File: config.mk
export PLATFORM = sky130hd
export DESIGN_NAME = rtc_core
export DESIGN_NICKNAME = d
export VERILOG_FILES = /design/src/include/rtc_pkg.sv /design/src/include/alarm_link.sv /design/src/logic/alarm_flags.sv /design/src/logic/rtc_core.sv
export VERILOG_INCLUDE_DIRS = /design/src /design/src/include
export SDC_FILE = /design/constraint.sdc
export NUM_CORES = 1
export LEC_CHECK = 0
export ABC_AREA = 1
export BUFFER_PORTS_ARGS = -buffer_cell sky130_fd_sc_hd__buf_4
export CAP_MARGIN = 20
export CORE_UTILIZATION = 30
export CTS_BUF_LIST = sky130_fd_sc_hd__clkbuf_4 sky130_fd_sc_hd__clkbuf_8 sky130_fd_sc_hd__clkbuf_16
export CTS_CLUSTER_SIZE = 25
export DETAILED_ROUTE_END_ITERATION = 8
export HOLD_SLACK_MARGIN = 0.03
export SLEW_MARGIN = 20
export SYNTH_ARGS = -nofsm -noshare
export SYNTH_HDL_FRONTEND = slang
export SYNTH_SLANG_ARGS = --single-unit
File: constraint.sdc
create_clock -name clock -period 1.9 [get_ports clock]
set_input_delay 0.095 -clock clock [delete_from_list [all_inputs] [get_ports clock]]
set_output_delay 0.095 -clock clock [all_outputs]
set_load 0.02 [all_outputs]
File: src/include/rtc_regs.svh
// Purpose: register map, field positions and timing constants of the clock
// Assumes: 125 MHz system clock, 32.768 kHz time base derived from it
// Notes:   definitions only
`ifndef RTC_REGS_SVH
`define RTC_REGS_SVH

// register addresses
`define RTC_ADDR_SEC         4'h0
`define RTC_ADDR_MIN         4'h1
`define RTC_ADDR_HOUR        4'h2
`define RTC_ADDR_CTRL        4'hF

// control/status field positions
`define RTC_BIT_THRESH       7
`define RTC_BIT_LOWSUP       6
`define RTC_BIT_SPARE_A      5
`define RTC_BIT_HALT         4
`define RTC_BIT_SPARE_B      3
`define RTC_BIT_PERIODIC     2
`define RTC_BIT_WALARM       1
`define RTC_BIT_DALARM       0

// writable masks of the time counters
`define RTC_MASK_SEC         8'h7F
`define RTC_MASK_MIN         8'h7F
`define RTC_MASK_HOUR        8'h3F
`define RTC_HOUR_PM_BIT      5

// bcd limits
`define RTC_SEC_LAST         7'h59
`define RTC_MIN_LAST         7'h59
`define RTC_H24_LAST         6'h23
`define RTC_H12_TWELVE       5'h12
`define RTC_H12_ELEVEN       5'h11
`define RTC_H12_ONE          5'h01
`define RTC_BCD_NINE         4'h9

// timing
`define RTC_CLK_HZ           125000000
`define RTC_CLK_PERIOD_NS    8
`define RTC_XTAL_HZ          32768
`define RTC_XTAL_DIV         (`RTC_CLK_HZ / `RTC_XTAL_HZ)
`define RTC_SUBSEC_LAST      15'h7FFF
`define RTC_SUBSEC_HALF_BIT  14
`define RTC_ALARM_DELAY_US   61
`define RTC_ALARM_DELAY_CYC  (`RTC_ALARM_DELAY_US * 1000 / `RTC_CLK_PERIOD_NS)

// reset values
`define RTC_RST_BYTE         8'h00
`define RTC_RST_HALT         1'b1

`endif

File: src/include/rtc_pkg.sv
// Purpose: shared types of the clock block
// Assumes: nothing
// Notes:   constants live in rtc_regs.svh
package rtc_pkg;
  typedef logic [7:0] byte_t;
  typedef enum logic [1:0] {
    per_second,
    per_minute,
    per_hour,
    per_month
  } period_e;
endpackage

File: src/include/alarm_link.sv
// Purpose: carrier between the clock core and its alarm flag unit
// Assumes: one clock domain
// Notes:   index 1 is the weekly alarm, index 0 the daily alarm
`timescale 1ns/1ps
interface alarm_link;
  logic [1:0] match;
  logic [1:0] enable;
  logic [1:0] clear_req;
  logic       halt_clear;
  logic [1:0] flag;
  modport unit (
    input  match,
    input  enable,
    input  clear_req,
    input  halt_clear,
    output flag
  );
  modport core (
    output match,
    output enable,
    output clear_req,
    output halt_clear,
    input  flag
  );
endinterface

File: src/logic/alarm_flags.sv
// Purpose: two alarm flags, each set a fixed delay after a time match
// Assumes: match pulses come from compare logic on the same clock
// Notes:   a new match while a delay runs restarts that delay
`timescale 1ns/1ps
`include "rtc_regs.svh"
module alarm_flags #(
  parameter int DELAY_CYCLES = `RTC_ALARM_DELAY_CYC
) (
  // clock and reset
  input  wire logic clock,
  input  wire logic rst,
  // core side
  alarm_link.unit   link
);

  ////////////////////////////////////////////////////////////////////////////
  genvar ch;
  generate
    for (ch = 0; ch < 2; ch++) begin : g_ch
      logic [12:0] wait_cnt;
      logic        waiting;
      logic        fire;

      assign fire = waiting && (wait_cnt == 13'(DELAY_CYCLES - 1));

      // delay from match to flag
      always_ff @(posedge clock) begin
        if (rst || link.halt_clear || !link.enable[ch]) begin
          waiting  <= 1'b0;
          wait_cnt <= 13'h0000;
        end else if (link.match[ch]) begin
          waiting  <= 1'b1;
          wait_cnt <= 13'h0000;
        end else if (fire) begin
          waiting  <= 1'b0;
        end else if (waiting) begin
          wait_cnt <= wait_cnt + 13'h0001;
        end
      end

      // a set in the cycle of a clear still lands
      always_ff @(posedge clock) begin
        if (rst || link.halt_clear) begin
          link.flag[ch] <= 1'b0;
        end else if (!link.enable[ch]) begin
          link.flag[ch] <= 1'b0;
        end else if (fire) begin
          link.flag[ch] <= 1'b1;
        end else if (link.clear_req[ch]) begin
          link.flag[ch] <= 1'b0;
        end
      end
    end
  endgenerate

endmodule

File: src/logic/rtc_core.sv
// Purpose: status/control register and second, minute, hour counters
// Assumes: register port driven by a serial protocol engine on clock
// Notes:   time base is a 32.768 kHz enable divided from the system clock
//
// Summary of operation
// - control/status register at address Fh
// - threshold bit selects 2.1 or 1.6 volts
// - low supply flag latches, monitor then stops
// - writing 0 clears low supply, restarts monitor
// - spare bits read/write, cleared on halt
// - halt flag sets on oscillator stop, sticks
// - halt clears control bits, releases interrupts
// - writing 0 clears halt flag, rearms sensing
// - after halt, status reads only halt set
// - periodic flag mirrors active low output A
// - level mode: writing 0 releases output A
// - alarm flag sets 61 us after match
// - writing 0 releases alarm output until next
// - alarm flag reads 0 when disabled
// - seconds count bcd 00..59, carry minutes
// - minutes count bcd 00..59, carry hours
// - hours carry to day counters at rollover
// - seconds write resets subsecond divider
// - seconds at 0h, bit 7 reads 0
// - minutes at 1h, bit 7 reads 0
// - hours at 2h, bits 7..6 read 0
// - periodic level output per selected period
`timescale 1ns/1ps
`include "rtc_regs.svh"
module rtc_core #(
  parameter int ALARM_DELAY_CYCLES = `RTC_ALARM_DELAY_CYC
) (
  // clock and reset
  input  wire logic       clock,
  input  wire logic       rst,
  // register port
  input  wire logic [3:0] reg_addr,
  input  wire logic       reg_wr,
  input  wire logic       reg_rd,
  input  wire logic [7:0] reg_wdata,
  output      logic [7:0] reg_rdata,
  // analog sense pins, asynchronous
  input  wire logic       osc_halt_in,
  input  wire logic       supply_below_hi,
  input  wire logic       supply_below_lo,
  // settings and events from neighbouring registers
  input  wire logic       hour_mode_24,
  input  wire logic       periodic_pulse_mode,
  input  wire logic [1:0] periodic_period,
  input  wire logic       month_tick,
  input  wire logic       weekly_alarm_enable,
  input  wire logic       daily_alarm_enable,
  input  wire logic       weekly_match,
  input  wire logic       daily_match,
  // outputs
  output      logic       irq_out_a_n,
  output      logic       irq_out_b_n,
  output      logic       day_carry,
  output      logic       halt_clear
);

  ////////////////////////////////////////////////////////////////////////////
  // bcd helpers

  function automatic logic [6:0] bcd_inc(input logic [6:0] v);
    if (v[3:0] == `RTC_BCD_NINE)
      bcd_inc = {3'(v[6:4] + 3'h1), 4'h0};
    else
      bcd_inc = {v[6:4], 4'(v[3:0] + 4'h1)};
  endfunction

  function automatic logic [5:0] hour_inc(input logic [5:0] h,
                                          input logic       mode24);
    logic [4:0] low;
    logic       pm;
    low = h[4:0];
    pm  = h[`RTC_HOUR_PM_BIT];
    if (mode24) begin
      if (h == `RTC_H24_LAST)
        hour_inc = 6'h00;
      else
        hour_inc = 6'(bcd_inc({1'b0, h}));
    end else if (low == `RTC_H12_TWELVE) begin
      hour_inc = {pm, `RTC_H12_ONE};
    end else if (low == `RTC_H12_ELEVEN) begin
      hour_inc = {~pm, `RTC_H12_TWELVE};
    end else begin
      hour_inc = {pm, 5'(bcd_inc({2'b00, low}))};
    end
  endfunction

  ////////////////////////////////////////////////////////////////////////////
  // declarations

  logic [2:0]  sync_a;
  logic [2:0]  sync_b;
  logic        halt_s;
  logic        below_hi_s;
  logic        below_lo_s;
  logic [11:0] xtal_cnt;
  logic        tick32;
  logic [14:0] subsec;
  logic        sec_tick;
  logic        sec_carry;
  logic        min_carry;
  logic        hour_carry;
  logic [6:0]  seconds_count;
  logic [6:0]  minutes_count;
  logic [5:0]  hours_count;
  logic        threshold_select;
  logic        low_supply_flag;
  logic        spare_bit_a;
  logic        spare_bit_b;
  logic        osc_halt_flag;
  logic        periodic_flag;
  logic        periodic_event;
  logic        below_sel;
  logic        wr_sec;
  logic        wr_min;
  logic        wr_hour;
  logic        wr_ctl;
  logic [7:0]  status_byte;
  rtc_pkg::period_e period;

  alarm_link alarm ();

  ////////////////////////////////////////////////////////////////////////////
  // pin synchronisers, first stage read only by the second

  always_ff @(posedge clock) begin
    if (rst) begin
      sync_a <= 3'h0;
      sync_b <= 3'h0;
    end else begin
      sync_a <= {osc_halt_in, supply_below_hi, supply_below_lo};
      sync_b <= sync_a;
    end
  end

  assign halt_s     = sync_b[2];
  assign below_hi_s = sync_b[1];
  assign below_lo_s = sync_b[0];

  ////////////////////////////////////////////////////////////////////////////
  // register port decode, unused write bits are masked below

  assign wr_sec  = reg_wr && (reg_addr == `RTC_ADDR_SEC);
  assign wr_min  = reg_wr && (reg_addr == `RTC_ADDR_MIN);
  assign wr_hour = reg_wr && (reg_addr == `RTC_ADDR_HOUR);
  assign wr_ctl  = reg_wr && (reg_addr == `RTC_ADDR_CTRL);

  ////////////////////////////////////////////////////////////////////////////
  // time base: 32.768 kHz enable, then the subsecond divider

  always_ff @(posedge clock) begin
    if (rst || tick32) begin
      xtal_cnt <= 12'h000;
    end else begin
      xtal_cnt <= xtal_cnt + 12'h001;
    end
  end

  assign tick32 = (xtal_cnt == 12'(`RTC_XTAL_DIV - 1));

  // a seconds write restarts the full second from here
  always_ff @(posedge clock) begin
    if (rst || wr_sec) begin
      subsec <= 15'h0000;
    end else if (tick32) begin
      subsec <= subsec + 15'h0001;
    end
  end

  assign sec_tick   = tick32 && (subsec == `RTC_SUBSEC_LAST);
  assign sec_carry  = sec_tick && (seconds_count == `RTC_SEC_LAST);
  assign min_carry  = sec_carry && (minutes_count == `RTC_MIN_LAST);
  assign hour_carry = min_carry && (hour_mode_24 ?
                      (hours_count == `RTC_H24_LAST) :
                      (hours_count == {1'b1, `RTC_H12_ELEVEN}));

  ////////////////////////////////////////////////////////////////////////////
  // time counters; a write in the tick cycle wins over the count

  always_ff @(posedge clock) begin
    if (rst) begin
      seconds_count <= 7'h00;
    end else if (wr_sec) begin
      seconds_count <= 7'(reg_wdata & `RTC_MASK_SEC);
    end else if (sec_carry) begin
      seconds_count <= 7'h00;
    end else if (sec_tick) begin
      seconds_count <= bcd_inc(seconds_count);
    end
  end

  always_ff @(posedge clock) begin
    if (rst) begin
      minutes_count <= 7'h00;
    end else if (wr_min) begin
      minutes_count <= 7'(reg_wdata & `RTC_MASK_MIN);
    end else if (min_carry) begin
      minutes_count <= 7'h00;
    end else if (sec_carry) begin
      minutes_count <= bcd_inc(minutes_count);
    end
  end

  // a value that does not exist is the host's problem, no repair here
  always_ff @(posedge clock) begin
    if (rst) begin
      hours_count <= 6'h00;
    end else if (wr_hour) begin
      hours_count <= 6'(reg_wdata & `RTC_MASK_HOUR);
    end else if (min_carry) begin
      hours_count <= hour_inc(hours_count, hour_mode_24);
    end
  end

  // one pulse to both day-of-month and day-of-week counters
  always_ff @(posedge clock) begin
    if (rst) begin
      day_carry <= 1'b0;
    end else begin
      day_carry <= hour_carry;
    end
  end

  ////////////////////////////////////////////////////////////////////////////
  // oscillation halt sensing

  // while the oscillator is stopped the flag is held; a clear loses
  always_ff @(posedge clock) begin
    if (rst) begin
      osc_halt_flag <= `RTC_RST_HALT;
    end else if (halt_s) begin
      osc_halt_flag <= 1'b1;
    end else if (wr_ctl && !reg_wdata[`RTC_BIT_HALT]) begin
      osc_halt_flag <= 1'b0;
    end
  end

  // tells the adjustment and first control register to clear
  always_ff @(posedge clock) begin
    if (rst) begin
      halt_clear <= 1'b1;
    end else begin
      halt_clear <= halt_s;
    end
  end

  ////////////////////////////////////////////////////////////////////////////
  // supply monitor

  assign below_sel = threshold_select ? below_lo_s : below_hi_s;

  always_ff @(posedge clock) begin
    if (rst || halt_s) begin
      threshold_select <= 1'b0;
    end else if (wr_ctl) begin
      threshold_select <= reg_wdata[`RTC_BIT_THRESH];
    end
  end

  // once set the monitor is off, so only the write or a halt can release it
  always_ff @(posedge clock) begin
    if (rst || halt_s) begin
      low_supply_flag <= 1'b0;
    end else if (!low_supply_flag && below_sel) begin
      low_supply_flag <= 1'b1;
    end else if (wr_ctl && !reg_wdata[`RTC_BIT_LOWSUP]) begin
      low_supply_flag <= 1'b0;
    end
  end

  ////////////////////////////////////////////////////////////////////////////
  // spare storage

  always_ff @(posedge clock) begin
    if (rst || halt_s) begin
      spare_bit_a <= 1'b0;
      spare_bit_b <= 1'b0;
    end else if (wr_ctl) begin
      spare_bit_a <= reg_wdata[`RTC_BIT_SPARE_A];
      spare_bit_b <= reg_wdata[`RTC_BIT_SPARE_B];
    end
  end

  ////////////////////////////////////////////////////////////////////////////
  // periodic interrupt

  assign period = rtc_pkg::period_e'(periodic_period);

  always_comb begin
    case (period)
      rtc_pkg::per_second: periodic_event = sec_tick;
      rtc_pkg::per_minute: periodic_event = sec_carry;
      rtc_pkg::per_hour:   periodic_event = min_carry;
      rtc_pkg::per_month:  periodic_event = month_tick;
      default:             periodic_event = 1'b0;
    endcase
  end

  // pulse mode: low for the first half second after each increment;
  // only the 1 Hz pulse is produced here, the 2 Hz one is not
  always_ff @(posedge clock) begin
    if (rst || halt_s) begin
      periodic_flag <= 1'b0;
    end else if (periodic_pulse_mode) begin
      periodic_flag <= !subsec[`RTC_SUBSEC_HALF_BIT];
    end else if (periodic_event) begin
      periodic_flag <= 1'b1;
    end else if (wr_ctl && !reg_wdata[`RTC_BIT_PERIODIC]) begin
      periodic_flag <= 1'b0;
    end
  end

  ////////////////////////////////////////////////////////////////////////////
  // alarm flags

  assign alarm.match      = {weekly_match, daily_match};
  assign alarm.enable     = {weekly_alarm_enable, daily_alarm_enable};
  assign alarm.clear_req  = {wr_ctl && !reg_wdata[`RTC_BIT_WALARM],
                             wr_ctl && !reg_wdata[`RTC_BIT_DALARM]};
  assign alarm.halt_clear = halt_s;

  alarm_flags #(
    .DELAY_CYCLES (ALARM_DELAY_CYCLES)
  ) u_alarm (
    .clock (clock),
    .rst   (rst),
    .link  (alarm)
  );

  ////////////////////////////////////////////////////////////////////////////
  // interrupt pins, one cycle behind the flags they mirror

  always_ff @(posedge clock) begin
    if (rst) begin
      irq_out_a_n <= 1'b1;
      irq_out_b_n <= 1'b1;
    end else begin
      irq_out_a_n <= !(periodic_flag || alarm.flag[1]);
      irq_out_b_n <= !alarm.flag[0];
    end
  end

  ////////////////////////////////////////////////////////////////////////////
  // read back; all cleared bits read 0 while the oscillator is stopped

  assign status_byte = {threshold_select, low_supply_flag, spare_bit_a,
                        osc_halt_flag, spare_bit_b, periodic_flag,
                        alarm.flag[1], alarm.flag[0]};

  always_ff @(posedge clock) begin
    if (rst) begin
      reg_rdata <= `RTC_RST_BYTE;
    end else if (reg_rd) begin
      case (reg_addr)
        `RTC_ADDR_SEC:  reg_rdata <= {1'b0, seconds_count};
        `RTC_ADDR_MIN:  reg_rdata <= {1'b0, minutes_count};
        `RTC_ADDR_HOUR: reg_rdata <= {2'b00, hours_count};
        `RTC_ADDR_CTRL: reg_rdata <= status_byte;
        default:        reg_rdata <= `RTC_RST_BYTE;
      endcase
    end
  end

endmodule

# --- Word-level counts from Yosys, hierarchy flattened ---
# Cells that the tools add are included.
# Widths: inputs -> output; s select.
op_classes:
  n_shift: 0
  n_mux: 33
  addsub: 11
  bitwise: 5
  eq_ne: 21
  order_cmp: 0
  n_div: 0
  multipliers: 0
  n_reduce_logical: 59
op_table:
  columns: ["operator", "count"]
  rows:
  - ["$mux 7", 8]
  - ["$mux 6", 7]
  - ["$pmux 8 s4", 1]
  - ["$add 13x1->13 const B", 2]
  - ["$eq 13x13->1 const B", 2]
  - ["$reduce_bool 3->1", 6]
  - ["$eq 4x4->1 const B", 4]
  - ["$logic_and 1x1->1", 16]
  - ["$add 15x1->15 const B", 1]
  - ["$eq 15x15->1 const B", 1]
  - ["$mux 1", 15]
  - ["$eq 7x7->1 const B", 2]
  - ["$add 12x1->12 const B", 1]
  - ["$add 4x1->4 const B", 3]
  - ["$eq 12x12->1 const B", 1]
  - ["$eq 6x6->1 const B", 2]
  - ["$reduce_bool 2->1", 6]
  - ["$logic_not 1->1", 11]
  - ["$eq 5x5->1 const B", 2]
  - ["$reduce_or 2->1", 5]
  - ["$reduce_and 2->1", 4]
  - ["$add 3x1->3 const B", 2]
  - ["$logic_or 1x1->1", 6]
  - ["$mux 5", 1]
  - ["other kinds (15)", 20]
word_totals:
  mem_bits_rw: 0
  mem_bits_ro: 0
  n_memories: 0
  output_inout_bits: 12
  word_cells: 157
  latchBits: 0
  input_bits: 28
  ff_bits: 101

# --- Longest topological paths before layout ---
logic_depth:
  depth_word: 7
  depth_mapped: 12
  depth_no_buf: 12

# --- Cells and area by module ---
# From an unflattened synthesis, not the netlist that was laid out.
unflattened:
  hier_cells: 849
  area_unflattened_um2: 5699.2
modules_own_cells:
  columns: ["mod", "area_each_um2", "cells_each", "n_inst", "seq_area_each_um2"]
  rows:
  - ["rtc_core", 3930.0, 570, 1, 1421.4]
  - ["alarm_flags", 1769.2, 279, 1, 600.6]

# --- Worst setup path before layout ---
# No wires, ideal clock.
synth_path:
  path_type: "reg2reg"
  startpoint: "reg xtal_cnt[0]"
  endpoint: "reg minutes_count[5]"
  setup_ns: 0.117
  arrival_time_ns: 1.478
  path_buffers: 0
  path_stages_with_launch: 11
  required_time_ns: 1.783
  period_less_slack_ns: 1.595
  path_slack_ns: 0.305
  path_cell_list: "dfxtp_1 -> ha_1 -> nand2_2 -> nor2_4 -> nand2_4 -> nor2_8 -> nand3_4 -> o21ai_4 -> o21ai_1 -> nor2_1 -> nor2_1"
synth_via:
  elab_chain_cells: 6
  elab_cells_between_ends: 9
  cone_classes: "eq/ne: 1; mux: 2; reduce/logical: 6"
synth_rtl:
  columns: ["element", "line", "source"]
  rows:
  - ["start, declared", "rtc_core.sv:100", "logic [11:0] xtal_cnt;"]
  - ["start signal, assigned", "rtc_core.sv:159", "xtal_cnt <= xtal_cnt + 12'h001;"]
  - ["$eq 12x12->1 *", "rtc_core.sv:163", "assign tick32 = (xtal_cnt == 12'(`RTC_XTAL_DIV - 1));"]
  - ["$logic_and 1x1->1 *", "rtc_core.sv:174", "assign sec_tick = tick32 && (subsec == `RTC_SUBSEC_LAST);"]
  - ["$logic_and 1x1->1 *", "rtc_core.sv:175", "assign sec_carry = sec_tick && (seconds_count == `RTC_SEC_LAST);"]
  - ["$logic_and 1x1->1", "rtc_core.sv:176", "assign min_carry = sec_carry && (minutes_count == `RTC_MIN_LAST);"]
  - ["$reduce_bool 3->1 (no line) or $mux 7 (tied branches)", null, null]
  - ["$reduce_and 2->1 (no line) or $mux 7 (tied branches)", null, null]
  - ["end signal, assigned", "rtc_core.sv:200", "minutes_count <= 7'(reg_wdata & `RTC_MASK_MIN);"]
  - ["end signal, assigned", "rtc_core.sv:204", "minutes_count <= bcd_inc(minutes_count);"]
  - ["end, declared", "rtc_core.sv:108", "logic [6:0] minutes_count;"]
# Every way passes the cells marked *; elsewhere a longest branch is shown, timed or not.
# A chain may end at the register's enable or synchronous reset.

# --- Worst setup path in the final report ---
layout_path:
  startpoint: "reg xtal_cnt[1]"
  endpoint: "reg subsec[11]"
layout_via:
  elab_chain_cells: 1
layout_rtl:
  columns: ["element", "line", "source"]
  rows:
  - ["$eq 12x12->1", "rtc_core.sv:163", null]
  - ["end signal, assigned", "rtc_core.sv:170", "subsec <= subsec + 15'h0001;"]
  - ["end, declared", "rtc_core.sv:102", "logic [14:0] subsec;"]
# No other way between the ends.

==> impl_metrics.toml <==
[outcome]
status = "completed"

[synth]
netlist_area_um2 = 5480
synth_cell_types = 42
ys_ff_latch = 101
avgSynthCellArea_um2 = 6.96
syn_nets = 832
ys_warn_count = 0
synth_cells = 787
synth_seq_area_share_pct = 36.9

[drt]
viasPerCell = 4.67
firstDrtPassIters = 4
drc = 0
wl_per_cell_um = 12.0
route.vias.total = 5072
antenna_left = 0
drt_iter0_markers = 276
drt-total-wl_um = 13000

[finish]
instances_no_fill = 1085
fillers = 1914
area_delta_synth_final_pct = 19.9
fin_area_um2 = 6570
drive_gt1_share_pct = 12.6
final_core_utilization_pct = 36.7
layout.nets = 896
diodes = 0

[critical_path]
crit_arrival_ns = 2.00
cp_num_buf_inv = 2
critPathRequiredTime_ns = 2.15
crit_type = "flop to flop"
cp.depth = 11
crit_path_end_kind = "flop"
cpPeakStageDelay_ns = 0.34
crit_top_cell = "nor2_1"
cp_top_family = "simple AND/OR/NAND/NOR gates"
cp_cell_sequence = "inv_1 -> ha_1 -> nand2_2 -> nor2_4 -> nand2_4 -> nor2_8 -> buf_4 -> nand4_2 -> nor2_1 -> xnor2_1 -> nor2_1"
rr_worst_depth = 11
start_kind = "flop"
cp_max_fo = 5
cp_slowest_cell = "dfxtp_1"

[cts]
cts.sinks = 101
cts_buffers = 9
clock_path_buffers = 2
clk_pin_slew_worst_paths_ns = 0.07
ctsRootBufferMaster = "clkbuf_16"
h-tree-depth = 3
clkLatencyLatePin_ns = 0.36
cts_tree = "yes"

[grt]
track_usage_pct = 14.6
antenna_found_initial = 0
overflow = 0
grt_max_degree = 18
grt_pass1_vias = 4564
grt_pass1_wl_um = 21600

[placed_design]
place_inst = 1053
portBuffers = 39
placed_area_um2 = 6080
gp_congestion = 0.854
dp_hpwl_um = 9730

[timing]
worst_pin_slew_ns = 0.512
fin_tns_setup_ns = 0
hold_viol = 0
fmax_mhz = 571
min_period_over_period_pct = 92.2
skew_ns = 0.0116
relSlewSlack_pct = 65.7
period_needed_ns = 1.75
setup_viol = 0
drv_slew = 0
rsz0062_at_grt = "no"

[power_and_ir_drop]
p_leak_nw = 2.54
irDropWorstVdd_mv = 0.456
power_mw = 4.48
power_density_nw_per_um2 = 681

[floorplanning]
rows = 49
dieArea_um2 = 18800
die_w_um = 137
die_h_um = 137
core_um2 = 17900
initial_utilization_pct = 30.6
io_pins = 40

[worst_hold_path]
hold_path_depth = 3
hp-class = "input port to flop"

[run]
maxCapViolCount = 0
==> logic make-up (layout without fill, tap and decap cells) <==
| kind of cell | after synthesis | after routing | share of synthesized area, % |
|---|---|---|---|
| adder cells (fa/ha/maj) | 17 | 17 | 3.88 |
| flip-flops | 101 | 101 | 36.9 |
| buffers and inverters | 108 | 177 | 7.51 |
| AO/OA/AOI/OAI | 120 | 120 | 12.0 |
| AND/OR/NAND/NOR | 410 | 410 | 34.7 |
| XOR/XNOR | 31 | 31 | 4.96 |
==> worst paths after layout <==
kind / start / to / slack [ns]
worst min register to register: sync_a[1] / sync_b[1] / 0.41
worst min-delay path: reg_wdata[0] / seconds_count[0] / 0.04
worst max-delay path: xtal_cnt[1] / subsec[11] / 0.15
worst max register to register: xtal_cnt[1] / subsec[11] / 0.15
==> power by group <==
part	total [mW]	leakage (nW)	internal [mW]	switching (mW)
Sequential	2.16	0.818	2.14	0.0187
Combinational	0.271	1.57	0.111	0.160
Clock	2.05	0.158	1.18	0.861
Total	4.48	2.54	3.44	1.04
==> synthesized netlist by cell type, drive strengths merged <==
master | instances | share of area, %
and3 | 1 | 0.11
nand3b | 2 | 0.27
nor3 | 32 | 3.4
dfxtp | 101 | 37
or2 | 2 | 0.23
nand4 | 21 | 2.9
a211oi | 2 | 0.27
nand3 | 32 | 3.2
nand2 | 212 | 15
buf | 6 | 0.53
ha | 17 | 3.9
o21ai | 35 | 3.4
nor3b | 3 | 0.41
xor2 | 18 | 2.9
o211ai | 1 | 0.14
o22ai | 9 | 1.0
clkbuf | 5 | 0.34
a31oi | 1 | 0.11
nor4 | 5 | 0.57
inv | 97 | 6.6
o21a | 1 | 0.14
nor2 | 100 | 8.1
xnor2 | 13 | 2.1
a21oi | 65 | 6.0
o2111ai | 5 | 0.80
o31ai | 1 | 0.14
==> layer usage <==
metal | vias up | GRT usage [%] | part of all wire (%)
li1 | 2686 | - | -
met3 | 14 | 2.96 | 3.7
met1 | 2300 | 19.3 | 48
met2 | 72 | 23.5 | 47
met4 | 0 | 5.01 | 1.3
met5 | - | 0 | 0
==> layout make-up <==
cell class / instances / area [um^2] / share of cell area, %
clock inverter: 6 / 93.8 / 1.43
timing repair buffer: 64 / 515 / 7.85
multi-input combinational: 578 / 3050 / 46.5
inverter: 97 / 364 / 5.54
clock buffer: 10 / 233 / 3.54
tap: 229 / 287 / 4.36
sequential: 101 / 2020 / 30.8
==> flip-flops by register name, indices dropped and copies added, names as in the netlist, 2 cells and up <==
name                   count
u_alarm.g_ch.wait_cnt     26
subsec                    15
xtal_cnt                  12
reg_rdata                  8
minutes_count              7
seconds_count              7
hours_count                6
sync_a                     3
sync_b                     3
u_alarm.g_ch.waiting       2
u_alarm.link.flag          2
==> placed cells by master (no fill, tap or decap), types with 3 or more instances in the layout <==
| cell type | count |
|---|---|
| ha_1 | 17 |
| o22ai_1 | 9 |
| inv_1 | 94 |
| xnor2_1 | 13 |
| nor4_1 | 5 |
| a21oi_1 | 64 |
| dlygate4sd3_1 | 14 |
| inv_6 | 3 |
| buf_4 | 50 |
| dfxtp_1 | 99 |
| nand4_1 | 18 |
| nor3b_1 | 3 |
| o2111ai_1 | 5 |
| inv_2 | 3 |
| nor2_1 | 86 |
| nor3_1 | 29 |
| xor2_1 | 18 |
| o21ai_0 | 32 |
| nand3_1 | 30 |
| clkbuf_16 | 9 |
| nand2_1 | 199 |
| nand2_2 | 8 |
| nand2_4 | 5 |
| nor2_2 | 9 |
| nor2_4 | 4 |
==> worst register-to-register path, stage by stage (launching register included) <==
cell and delay [ns]:
dfxtp_1 0.34, inv_1 0.06, ha_1 0.16, nand2_2 0.08, nor2_4 0.14, nand2_4 0.08
nor2_8 0.15, buf_4 0.15, nand4_2 0.13, nor2_1 0.15, xnor2_1 0.13, nor2_1 0.05
==> per-stage QoR <==
stage          hold slack (ns)  setup slack, ns
2_1_floorplan            0.202            0.305
3_3_place_gp             0.310            0.175
3_5_place_dp             0.311            0.154
4_1_cts                 0.0308            0.126
5_1_grt                 0.0569          0.00409
6_report                0.0419            0.149
==> what timing repair did <==
item,CTS,global route
endpoints found under the setup margin,0,13
endpoints found under the hold margin,16,0
gates resized for setup,0,4
buffers inserted,0,2
hold buffers,14,0
Note: power is estimated with default switching activity, not from simulation.
